File: config.mk
export PLATFORM = sky130hd
export DESIGN_NAME = tse_status_event
export DESIGN_NICKNAME = d
export VERILOG_FILES = /design/src/include/tse_pkg.sv /design/src/rtl/tse_status_event.sv
export SDC_FILE = /design/constraint.sdc
export NUM_CORES = 1
export LEC_CHECK = 0
export ABC_AREA = 1
export ABC_CLOCK_PERIOD_IN_PS = 2550
export BUFFER_PORTS_ARGS = -buffer_cell sky130_fd_sc_hd__buf_2
export CORE_UTILIZATION = 30
export CTS_CLUSTER_DIAMETER = 30
export CTS_CLUSTER_SIZE = 28
export DETAILED_ROUTE_END_ITERATION = 8
export SLEW_MARGIN = 0
export SYNTH_ARGS = -nofsm -noshare
export SYNTH_HDL_FRONTEND = slang
export SYNTH_SLANG_ARGS = --single-unit
File: constraint.sdc
create_clock -name pclk -period 2.55 [get_ports pclk]
set_input_delay 0.1275 -clock pclk [delete_from_list [all_inputs] [get_ports pclk]]
set_output_delay 0.1275 -clock pclk [all_outputs]
set_load 0.005 [all_outputs]
File: src/include/tse_pkg.sv
package tse_pkg;
   // ---------------------------------------------------------------
   // Register map
   // ---------------------------------------------------------------
   localparam logic [7:0]  ADDR_CTRL   = 8'h00;
   localparam logic [7:0]  ADDR_CHMODE = 8'h04;
   localparam logic [7:0]  ADDR_IEN    = 8'h0c;
   localparam logic [7:0]  ADDR_FLAGS  = 8'h10;
   localparam logic [7:0]  ADDR_TRIG   = 8'h14;
   localparam logic [15:0] RST_VAL     = 16'h0000;
   localparam logic [15:0] FLAGS_MASK  = 16'h1eff;
   localparam logic [15:0] TRIG_MASK   = 16'h00ff;
   localparam logic [15:0] CTRL_MASK   = 16'h007f;
   localparam logic [15:0] ZERO16      = 16'h0000;
   localparam logic [31:0] ZERO32      = 32'h0000_0000;
   localparam int          NCH         = 4;
   // Flag and request bit positions, shared by both registers except the overrun bits, which are flags only.
   localparam int B_UPD  = 0;
   localparam int B_CH1  = 1;
   localparam int B_COM  = 5;
   localparam int B_TRG  = 6;
   localparam int B_BRK  = 7;
   localparam int B_OVR1 = 9;
   // Control register fields.
   localparam int C_UPD_OFF = 0;
   localparam int C_UPD_SRC = 1;
   localparam int C_DOWN    = 2;
   localparam int C_CENTER  = 3;
   localparam int C_PRELOAD = 5;
   localparam int C_GATED   = 6;
   // ---------------------------------------------------------------
   // State
   // ---------------------------------------------------------------
   typedef struct packed {
      logic [15:0] ctrl;
      logic [3:0]  chmode;
      logic [7:0]  ien;
      logic [15:0] flags;
      logic [31:0] rdata;
      logic [15:0] load;
      logic        reinit;
      logic        upd;
      logic        brk;
      logic        com;
      logic [3:0]  cap;
   } tse_state_t;
endpackage

File: src/rtl/tse_status_event.sv
`timescale 1ns/1ns
`default_nettype none
module tse_status_event (
   input  wire logic                  pclk,
   input  wire logic                  presetn,
   input  wire logic                  psel,
   input  wire logic                  penable,
   input  wire logic                  pwrite,
   input  wire logic [7:0]            paddr,
   input  wire logic [31:0]           pwdata,
   output logic [31:0]                prdata,
   output logic                       pready,
   output logic                       pslverr,
   input  wire logic                  counter_wrap,
   input  wire logic                  rep_count_zero,
   input  wire logic                  trigger_edge,
   input  wire logic                  gated_start_stop,
   input  wire logic                  slave_reinit,
   input  wire logic                  commutation_hw,
   input  wire logic                  break_active,
   input  wire logic [3:0]            compare_match,
   input  wire logic [3:0]            capture_edge,
   input  wire logic [3:0]            capture_read,
   input  wire logic [3:0][15:0]      chan_compare_value,
   input  wire logic [15:0]           auto_reload_value,
   output logic                       counter_reinit,
   output logic [15:0]                counter_load_value,
   output logic                       register_update,
   output logic                       main_output_enable_clear,
   output logic                       commutation_apply,
   output logic [3:0]                 capture_now,
   output logic [7:0]                 flag_request,
   output logic [tse_pkg::NCH-1:0]    chan_is_input
);
   import tse_pkg::*;

   // ---------------------------------------------------------------
   // Helpers
   // ---------------------------------------------------------------
   // A compare value above the reload value is never matched, so the
   // flag is moved to the wrap instead.
   function automatic logic beyond_reload(input logic [15:0] cmp,
                                          input logic [15:0] reload);
      beyond_reload = cmp > reload;
   endfunction

   // All state lives in one record, so reset and update stay in step.
   tse_state_t q;
   tse_state_t d;

   // ---------------------------------------------------------------
   // Bus decode
   // ---------------------------------------------------------------
   logic        acc;
   logic        setup;
   logic        hit;
   logic        wr_ctrl;
   logic        wr_chmode;
   logic        wr_ien;
   logic        wr_flags;
   logic        wr_trig;
   logic [15:0] req;
   logic [15:0] clr;
   logic [15:0] set;
   logic [31:0] rd_mux;

   // The slave never waits, so the access phase always ends at once.
   assign acc     = psel & penable;
   assign setup   = psel & ~penable;
   assign pready  = acc;
   assign pslverr = acc & ~hit;

   // Address decode; any other word is an error and reads as zero.
   always_comb begin
      hit = 1'b1;
      if (paddr == ADDR_CTRL) begin
         hit = 1'b1;
      end else if (paddr == ADDR_CHMODE) begin
         hit = 1'b1;
      end else if (paddr == ADDR_IEN) begin
         hit = 1'b1;
      end else if (paddr == ADDR_FLAGS) begin
         hit = 1'b1;
      end else if (paddr == ADDR_TRIG) begin
         hit = 1'b1;
      end else begin
         hit = 1'b0;
      end
   end

   // Write strobes, taken in the access cycle only.
   assign wr_ctrl   = acc & pwrite & (paddr == ADDR_CTRL);
   assign wr_chmode = acc & pwrite & (paddr == ADDR_CHMODE);
   assign wr_ien    = acc & pwrite & (paddr == ADDR_IEN);
   assign wr_flags  = acc & pwrite & (paddr == ADDR_FLAGS);
   assign wr_trig   = acc & pwrite & (paddr == ADDR_TRIG);

   // Request bits exist only for the cycle of the write, so they can
   // never be read back and clear themselves.
   assign req = wr_trig ? (pwdata[15:0] & TRIG_MASK) : ZERO16;

   // Read data; the trigger register always reads zero.
   always_comb begin
      rd_mux = ZERO32;
      if (paddr == ADDR_CTRL) begin
         rd_mux = {16'h0000, q.ctrl};
      end else if (paddr == ADDR_CHMODE) begin
         rd_mux = {28'h0000000, q.chmode};
      end else if (paddr == ADDR_IEN) begin
         rd_mux = {24'h000000, q.ien};
      end else if (paddr == ADDR_FLAGS) begin
         rd_mux = {16'h0000, q.flags};
      end else begin
         rd_mux = ZERO32;
      end
   end

   // ---------------------------------------------------------------
   // Event sources
   // ---------------------------------------------------------------
   logic upd_disable;
   logic upd_source;
   logic gated;
   logic preload_on;
   logic wrap_upd;
   logic sw_reinit;
   logic com_evt;
   logic [3:0] ch_in;
   logic [3:0] ch_cap;
   logic [3:0] ch_cmp;
   logic [3:0] ch_rdclr;
   logic [3:0] ch_beyond;

   assign upd_disable = q.ctrl[C_UPD_OFF];
   assign upd_source  = q.ctrl[C_UPD_SRC];
   assign gated       = q.ctrl[C_GATED];
   assign preload_on  = q.ctrl[C_PRELOAD];
   assign ch_in       = q.chmode;

   // Wrap update only on repetition zero and with updates allowed.
   assign wrap_upd  = counter_wrap & rep_count_zero & ~upd_disable;
   assign sw_reinit = req[B_UPD];
   // A commutation request acts only with control preload on.
   assign com_evt   = commutation_hw | (req[B_COM] & preload_on);

   // Per channel events; all four channels share one description.
   always_comb begin
      for (int i = 0; i < NCH; i++) begin
         ch_beyond[i] = beyond_reload(chan_compare_value[i],
                                      auto_reload_value);
         // Input channels: real edge or software capture.
         ch_cap[i] = ch_in[i] & (capture_edge[i] | req[B_CH1+i]);
         // Output channels: match, wrap beyond reload, or request.
         ch_cmp[i] = ~ch_in[i] & (compare_match[i]
                     | (counter_wrap & ch_beyond[i])
                     | req[B_CH1+i]);
         ch_rdclr[i] = ch_in[i] & capture_read[i];
      end
   end

   // ---------------------------------------------------------------
   // Flag set and clear
   // ---------------------------------------------------------------
   // Writing zero clears, writing one keeps; a set in the same cycle
   // always wins, so no event is lost to a racing clear.
   always_comb begin
      clr = wr_flags ? (~pwdata[15:0] & FLAGS_MASK) : ZERO16;
      set = ZERO16;
      set[B_UPD] = wrap_upd
                 | ((sw_reinit | slave_reinit) & ~upd_source
                    & ~upd_disable);
      set[B_COM] = com_evt;
      set[B_TRG] = (gated ? gated_start_stop : trigger_edge)
                 | req[B_TRG];
      // The flag is held by the input level, so a clear only sticks
      // once the break input has gone away.
      set[B_BRK] = break_active | req[B_BRK];
      for (int i = 0; i < NCH; i++) begin
         clr[B_CH1+i] = clr[B_CH1+i] | ch_rdclr[i];
         set[B_CH1+i] = ch_cap[i] | ch_cmp[i];
         // Overrun needs input mode and a pending capture flag.
         set[B_OVR1+i] = ch_cap[i] & q.flags[B_CH1+i];
      end
   end

   // ---------------------------------------------------------------
   // Next state
   // ---------------------------------------------------------------
   always_comb begin
      d = q;
      if (wr_ctrl) begin
         d.ctrl = pwdata[15:0] & CTRL_MASK;
      end
      if (wr_chmode) begin
         d.chmode = pwdata[3:0];
      end
      if (wr_ien) begin
         d.ien = pwdata[7:0];
      end
      d.flags = ((q.flags & ~clr) | set) & FLAGS_MASK;
      // Read data is caught in the setup cycle so it leaves a flop.
      if (setup) begin
         d.rdata = hit ? rd_mux : ZERO32;
      end
      // Reload value: zero counting up or centred, reload when down.
      if (sw_reinit) begin
         if ((q.ctrl[C_CENTER+1:C_CENTER] != 2'b00) || !q.ctrl[C_DOWN]) begin
            d.load = ZERO16;
         end else begin
            d.load = auto_reload_value;
         end
      end
      d.reinit = sw_reinit;
      // The update pulse ignores the source select, which only hides the
      // flag; downstream shadow registers must still reload.
      d.upd    = ~upd_disable & (wrap_upd | sw_reinit | slave_reinit);
      // Break request pulses once; the output stage holds the cleared enable.
      d.brk    = req[B_BRK];
      d.com    = com_evt;
      // Only input channels copy the counter; an output channel request
      // merely raises its flag.
      for (int i = 0; i < NCH; i++) begin
         d.cap[i] = ch_in[i] & req[B_CH1+i];
      end
   end

   // State register.
   always_ff @(posedge pclk or negedge presetn) begin
      if (!presetn) begin
         q <= '0;
      end else begin
         q <= d;
      end
   end

   // ---------------------------------------------------------------
   // Outputs
   // ---------------------------------------------------------------
   assign prdata                   = q.rdata;
   assign counter_reinit           = q.reinit;
   assign counter_load_value       = q.load;
   assign register_update          = q.upd;
   assign main_output_enable_clear = q.brk;
   assign commutation_apply        = q.com;
   assign capture_now              = q.cap;
   assign chan_is_input            = q.chmode;
   // Requests only reach the outside with their enable bit set.
   assign flag_request = q.flags[7:0] & q.ien;
endmodule
`default_nettype wire

# Word level (Yosys, flattened, before mapping)
# Index checks and enable logic that the tools add are counted.
# Widths: inputs -> output; s select.
dict set report word_totals {
  ff_bits 87
  in_bits 144
  output_inout_bits 70
}
dict set report classes {
  magnitude_cmp 4
  eq_ne 4
  n_mux 14
  bitwise_logic 79
  n_reduce_logical 4
}
# op n
set op_table {}
lappend op_table {{$mux 13} 5}
lappend op_table {{$gt 16x16->1} 4}
lappend op_table {{$and 1x1->1} 39}
lappend op_table {{$mux 32} 1}
lappend op_table {{$or 1x1->1} 27}
lappend op_table {{$not 13->13} 2}
lappend op_table {{$eq 8x5->1 const B} 2}
lappend op_table {{$mux 16} 1}
lappend op_table {{$and 13x13->13} 1}
lappend op_table {{$or 13x13->13} 1}
lappend op_table {{$and 8x8->8} 1}
lappend op_table {{$eq 8x3->1 const B} 1}
lappend op_table {{$eq 8x4->1 const B} 1}
lappend op_table {{$logic_not 8->1} 1}
lappend op_table {{$mux 8} 1}
lappend op_table {{$not 1->1} 8}
lappend op_table {{$mux 1} 6}
lappend op_table {{$reduce_bool 2->1} 1}
lappend op_table {{$logic_not 1->1} 1}
lappend op_table {{$logic_or 1x1->1} 1}

# Longest topological paths before layout
# Gate-level depths: netlist of the first run.
dict set report logic_depth {
  ltp_word 9
  ltp_mapped 15
}

# Worst setup path after synthesis of the first run
# Ideal clock, no wire load.
dict set report synth_timing {
  path_type {register to register}
  startpoint {register q[88] in the netlist's numbering}
  endpoint {register q, in the netlist counter_load_value[0]}
  t_arrival_ps 1169
  t_required_ps 2485
  slack_ps 1316
  stages_incl_launch_ff 5
  n_path_buf 1
  cell_sequence {dfrtp_1 > nor3b_2 > clkbuf_1 > nand3_1 > nand2_1}
}
dict set report synth_between {
  elab_chain_cells 3
}
# element line
set synth_rtl {}
lappend synth_rtl {{start: declaration} tse_status_event.sv:48} ;# tse_state_t q;
lappend synth_rtl {{start signal: assignment} tse_status_event.sv:230} ;# q <= '0;
lappend synth_rtl {{start signal: assignment} tse_status_event.sv:232} ;# q <= d;
lappend synth_rtl {{$reduce_bool 2->1} tse_status_event.sv:207} ;# if ((q.ctrl[C_CENTER+1:C_CENTER] != 2'b00) || !q.ctrl[C_DOWN]) begin
lappend synth_rtl {{$logic_or 1x1->1} tse_status_event.sv:207}
lappend synth_rtl {{$mux 16} tse_status_event.sv:207}
# Every way passes these cells.
# A chain may end at the register's enable or synchronous reset.

# Worst setup path after layout of the first run
dict set report layout_timing {
  startpoint {input port paddr[1]}
  endpoint {register q, in the netlist counter_load_value[10]}
}
dict set report layout_between {
  elab_chain_cells 3
}
# element line
set layout_rtl {}
lappend layout_rtl {{start: declaration} tse_status_event.sv:9} ;# input wire logic [7:0] paddr,
lappend layout_rtl {{$eq 8x5->1} tse_status_event.sv:96} ;# assign wr_trig = acc & pwrite & (paddr == ADDR_TRIG);
lappend layout_rtl {{$and 1x1->1} tse_status_event.sv:96}
lappend layout_rtl {{$mux 8} tse_status_event.sv:100} ;# assign req = wr_trig ? (pwdata[15:0] & TRIG_MASK) : ZERO16;
# Every way passes these cells.

==> results of run 1 <==
-- worst min-delay path by stage --
stage / start / end / slack, ns / cells past startpoint
after detailed placement: presetn / prdata[7]$_DFFE_PN0P_ / 0.30 / 1
final: commutation_hw / commutation_apply$_DFF_PN0_ / 0.01 / 3
after CTS: commutation_hw / commutation_apply$_DFF_PN0_ / 0.001 / 3
after floorplan: presetn / capture_now[0]$_DFF_PN0_ / -0.17 / 0
after global placement: presetn / prdata[7]$_DFFE_PN0P_ / 0.31 / 1
after global routing: commutation_hw / commutation_apply$_DFF_PN0_ / 0.01 / 3
-- worst max-delay path, delay by kind of cell --
kind / cells / cell delay [ns]
buffers and inverters: 2 / 0.33
AND/OR/NAND/NOR: 7 / 1.18
-- placed cells by master (no fill, tap or decap), types with 4 or more instances in the layout --
cell type,netlist,routed
nand2_1,215,215
buf_2,0,172
inv_1,78,78
dfrtp_1,67,67
ha_1,64,64
nor2_1,53,53
o21ai_0,40,40
a21oi_1,28,28
nand3_1,26,26
conb_1,1,20
clkbuf_16,0,9
o21ai_1,8,8
nor2_4,6,6
nand2_2,5,5
nand4_1,5,5
o211ai_1,5,5
inv_2,4,4
nor2_2,4,4
a21o_1,4,4
nor3_1,4,4
-- what timing repair did --
action / in CTS / in global routing
hold buffers: 2 / 0
hold endpoints to repair: 68 / 0
setup buffers: 0 / 0
-- cell families (layout without fill, tap and decap cells) --
| group | Yosys count | after routing | share of synthesized area, % |
|---|---|---|---|
| AOI/OAI and AO/OA | 89 | 89 | 9.60 |
| other | 1 | 21 | 0.0727 |
| adders and majority gates | 64 | 64 | 15.5 |
| DFF | 67 | 67 | 32.5 |
| and+or+nand+nor | 324 | 324 | 26.9 |
| buffers and inverters | 146 | 275 | 15.4 |
-- stage by stage --
stage	cell area, µm²	util (%)	cells	worst slack, ns	hold slack, ns
final	6230	37.3	1060	1.12	0.0129
after global routing	6230	37.3	1059	0.971	0.0102
after CTS	6230	37.3	1059	1.10	0.00127
after detailed placement	5900	35.4	1041	0.739	0.304
after global placement	5900	35.4	1041	0.774	0.306
after floorplan	5230	-	710	1.32	-0.168
-- power breakdown --
part	leakage, nW	switching, W	internal, W	total, W
sequential	0.886	0.0000118	0.00108	0.00109
clock	0.150	0.000435	0.000838	0.00127
combinational	2.60	0.000269	0.000195	0.000464
total	3.63	0.000716	0.00212	0.00283
-- sequential cells by signal, summed over array words and instances (netlist names) --
name	count
preload_on	1
counter_load_value	16
main_output_enable_clear	1
chan_is_input	4
register_update	1
gated	1
counter_reinit	1
q	25
prdata	12
commutation_apply	1
capture_now	4
-- routing by layer --
metal / up-vias / share of wire [%] / global-route usage [%]
met5: - / 0.070 / 0
met4: 2 / 1.3 / 3.09
met3: 11 / 4.2 / 3.61
met2: 101 / 47 / 27.5
met1: 1990 / 47 / 22.8
li1: 2420 / - / -
-- area by class of cell --
class | instances | area share, %
Antenna cell | 1 | 0.0401
Clock inverter | 1 | 0.482
Clock buffer | 15 | 4.46
Sequential cell | 67 | 26.9
Multi-Input combinational cell | 497 | 44.3
Tap cell | 220 | 4.42
Timing Repair Buffer | 177 | 14.5
Inverter | 82 | 4.94
==> metrics, run 1 <==
max_cap viols=0; wire per inst=13.6 µm; critical path launch point type=primary input; die height=133 µm; layout cells sized above 1=25.4%; Hold Fails Final Rpt=0; cell count after synthesis=691; area of the multi-input gates=0.00276 mm²; Initial DRT Pass Iterations=4; Critical Path Slowest Stage Cell=nor2_8; Slew headroom=42.3%; antenna-violating nets left=0; CTS Sinks=67; Area growth syn-to-layout=20.9%; number of synthesized flops with an enable pin=0; Worst setup endpoint=counter_load_value[10]$_DFFE_PN0P_; top cells by area, synth=dfrtp_1, nand2_1, ha_1, buf_4, inv_1; RSZ-0062 raised after global routing=false; grt ovf=0; R2R Path End=counter_load_value[7]$_DFFE_PN0P_; most used flip-flop cell after synthesis=dfrtp_1; CP Cell Sequence=buf_2 -> nor2_2 -> nand2_2 -> nor2_4 -> nand3_4 -> nor2_8 -> inv_2 -> nand2_1 -> nand2_1; worst-margin pin slew=0.866 ns; Vias per Instance=4.27; CTS root buf=clkbuf_16; status=finished clean; Post-route DRC=0; pwr dens=454 mW/mm²; vias in the first global route=4,272; Avg Inst Size Synth=7.47 µm²; sequential standard cell area=0.00168 mm²; nets=1,042; sequential area share after synthesis=32.5%; clock slew at reported path FFs=0.05 ns; Cell Area, Synth=0.00516 mm²; Clock Skews=0.00406 ns; CTS-repair resized insts=0; initial antenna violation count=2; clock buffer depth=2; most common cell in the netlist=nand2_1; crit path DAT=1.65 ns; Seq cells post-synth=67; commonest cells in the netlist=nand2_1, inv_1, dfrtp_1; Setup TNS Final=0 ns; Max Freq=698 MHz; WP data required=2.77 ns; CP dominant cell by count=nand2_1; TritonCTS clock tree=built; first-pass GRT wire length=22,800 µm; DPL Wire Length=11,700 µm; Worst Setup SP=paddr[1]; worst reg2reg startpoint=q[88]$_DFFE_PN0P_; top-area cell type share of the netlist area=32.5%; worst-path maximum fanout=19; min cycle time layout=1.43 ns; delay of the slowest critical-path stage=0.36 ns; Top Ports=214; core box area=0.0167 mm²; routed via count=4,524; Register-to-Register Path Depth=4; register-to-register setup slack=1.43 ns; synth unique cells=31; Tot GR Track Use=16.8%; Slew Viols, Final=0; largest net degree at the start of global routing=68; Pwr Total=0.00283 W; Final setup viols=0; IO buf count=173; Synth Warn #=0; Final period util=56.2%; Num CTS Buffers=9; final WL=14,400 µm; initial core utilization=30.9%; Die Span X=133 µm; asr flop ratio synth=100%; Die ar.=0.0177 mm²; initial DRC count=200; fill count=1,811; worst skew pair latency=0.33 ns; maximum vdd drop=0.000350 V; Hold WC Path Type=in2reg; number of core rows=47; kind of end point of the critical path=flop; Crit Path Category=in2reg; Synth area leader=dfrtp_1; htree depth=3; Pleak=3.63 nW; gpl congestion=0.849
(Power assumes the default switching activity.)
==> run 2: changes to the inputs <==
Settings changed: ABC_AREA 1 to 0, ABC_CLOCK_PERIOD_IN_PS 2550 to 1400.
Clock period 2.55 ns to 1.4 ns, I/O delays scaled along.
==> run 2 against run 1 <==
Compared with the run above: the run now ends with negative setup slack left; synthesized cell count is 22% lower; global-route usage is 0.65 points higher; core utilization is 6.6 points higher; routed wire length is 3.5% higher; sequential power is 81% higher; clock skew is 0.0062 ns higher; die area is 3.7% lower; combinational power is 120% higher; area after synthesis is 3.8% lower; total power is 83% higher; critical path depth stayed put; clock-buffer cell count is 3 lower; largest power group unchanged.
==> metrics, run 2 <==
crit path DAT=1.76 ns; CP dominant cell by count=buf_6; initial DRC count=215; most common cell in the netlist=nand2_1; fin util=43.9%; max FFs per register=25; max_cap viols=0; initial core utilization=31.0%; failing checks=negative setup slack; Setup TNS Final=-3.00 ns; post-synthesis mux area share=5.75%; Seq cells post-synth=67; antenna-violating nets left=0; simple-gate share of the synthesized area=20.1%; sequential area share after synthesis=33.8%; grt ovf=0; TritonCTS clock tree=built; Max Freq=662 MHz; commonest non-fill, non-tap cells in the layout=buf_2, nand2_1, dfrtp_1, ha_1, buf_4; clock slew at reported path FFs=0.06 ns; worst-path maximum fanout=7; Post-route DRC=0; area of the multi-input gates=0.00312 mm²; Final WS setup=-0.111 ns; Avg Inst Size Synth=9.18 µm²; maximum vdd drop=0.000403 V; layout cells sized above 1=43.7%; worst skew pair latency=0.33 ns; Synth Area in Compound Gates=12.9%; Vias per Instance=4.70; Clock Skews=0.0103 ns; pwr dens=736 mW/mm²; DPL Wire Length=11,800 µm; status=finished with violations; vias in the first global route=4,422; top-area cell type share of the netlist area=33.8%; RSZ-0062 raised after global routing=true; delay of the slowest critical-path stage=0.56 ns; CP Cell Sequence=buf_6 -> or4_4 -> or2_4 -> buf_6 -> nor4_4 -> buf_6 -> buf_8 -> nor2_4 -> o221ai_2; nets=960; Synth Warn #=0; routed via count=4,573; Final setup viols=59; Pleak=3.66 nW; Pwr Total=0.00517 W; Die ar.=0.0171 mm²; Synth area leader=dfrtp_1; Area growth syn-to-layout=41.5%; Critical Path Slowest Stage Cell=or4_4; Inserted Diodes=0; commonest cells in the netlist=nand2_1, dfrtp_1, ha_1; number of core rows=46; wire per inst=15.3 µm; cell count after synthesis=541; Final period util=108%; fill count=1,635; Hold WC Path Type=in2reg; most used flip-flop cell after synthesis=dfrtp_1; xor-xnor portion of the synthesized cell area=0%; min cycle time layout=1.51 ns; Num CTS Buffers=9; Top Ports=214; Crit Path Category=in2reg; htree depth=3; initial antenna violation count=0; clock buffer depth=2; commonest non-fill, non-tap cell in the layout=buf_2; final WL=14,900 µm; largest net degree at the start of global routing=68; Die Span X=131 µm; Hold Fails Final Rpt=0; die height=131 µm; Cell Area, Synth=0.00496 mm²; synth unique cells=51; top cells by area, synth=dfrtp_1, ha_1, buf_4, nand2_1, mux2_2; adder-cell share of the synthesized area=16.1%; critical path launch point type=primary input; CTS root buf=clkbuf_16; combinational family with the most area after synthesis=simple AND/OR/NAND/NOR gates; CTS Sinks=67; IO buf count=173; gpl congestion=0.796; register-to-register setup slack=0.17 ns; first-pass GRT wire length=22,500 µm; asr flop ratio synth=100%; core box area=0.0160 mm²; Biggest register=q; number of synthesized flops with an enable pin=0; Slew Viols, Final=0; Initial DRT Pass Iterations=4; WP data required=1.65 ns; sequential standard cell area=0.00168 mm²; Tot GR Track Use=17.4%; kind of end point of the critical path=flop
-- run 2: power by group --
group          internal (W)  switching (W)  leakage, nW
clock network       0.00138       0.000816        0.137
logic              0.000488       0.000513         2.64
registers           0.00196      0.0000168        0.879
-- run 2: critical path, delay by kind of cell --
kind	cells	cell delay, ns
AO/OA/AOI/OAI	1	0.13
buffers and inverters	4	0.53
AND/OR/NAND/NOR	4	1.03
-- run 2: cell families after synthesis --
logic type | Yosys count
simple gates | 191
compound gates | 102
buf+inv | 90
flops | 67
fa+ha+maj | 64
mux | 26
other cells | 1
-- run 2: metrics by stage --
stage	hold WS (ns)	area (µm²)	instances	worst slack, ns
2_1_floorplan	-0.226	5040	560	-0.384
3_3_place_gp	0.123	6200	941	-0.540
3_5_place_dp	0.122	6200	941	-0.526
4_1_cts	0.00118	6730	969	-0.0922
5_1_grt	0.0244	7030	973	-0.177
6_report	0.00882	7030	973	-0.111
-- run 2: final timing paths --
path,startpoint,to,depth (start not counted)
min reg2reg,counter_load_value[7]$_DFFE_PN0P_,counter_load_value[7]$_DFFE_PN0P_,2
min in group asynchronous,presetn,prdata[1]$_DFFE_PN0P_,3
min,capture_edge[3],q[68]$_DFF_PN0_,3
max,paddr[7],q[56]$_DFF_PN0_,9
max reg2reg,chan_is_input[2]$_DFFE_PN0P_,q[59]$_DFF_PN0_,4
max in group asynchronous,presetn,counter_load_value[5]$_DFFE_PN0P_,3
-- run 2: layout make-up --
class / instances / area share [%]
clock buffer: 12 / 3.37
sequential: 67 / 23.9
multi-input combinational: 403 / 44.3
inverter: 21 / 1.16
tap: 216 / 3.85
clock inverter: 4 / 0.730
timing repair buffer: 250 / 22.7
-- run 2: routing by layer --
layer / vias to the layer above / GRT usage (%) / part of all wire [%]
li1: 2305 / - / -
met2: 142 / 30.5 / 49
met1: 2110 / 21.7 / 44
met4: 0 / 4.80 / 1.3
met3: 16 / 3.46 / 5.1
met5: - / 0 / 0
-- run 2: repair_timing --
| action | in CTS | in global routing |
|---|---|---|
| setup buffers | 2 | 4 |
| gates resized for setup | 37 | 60 |
| pin swaps | 10 | 30 |
| hold buffers | 10 | 0 |
| endpoints found under the hold margin | 77 | 0 |
| setup endpoints to repair | 55 | 63 |
| cloned | 0 | 1 |
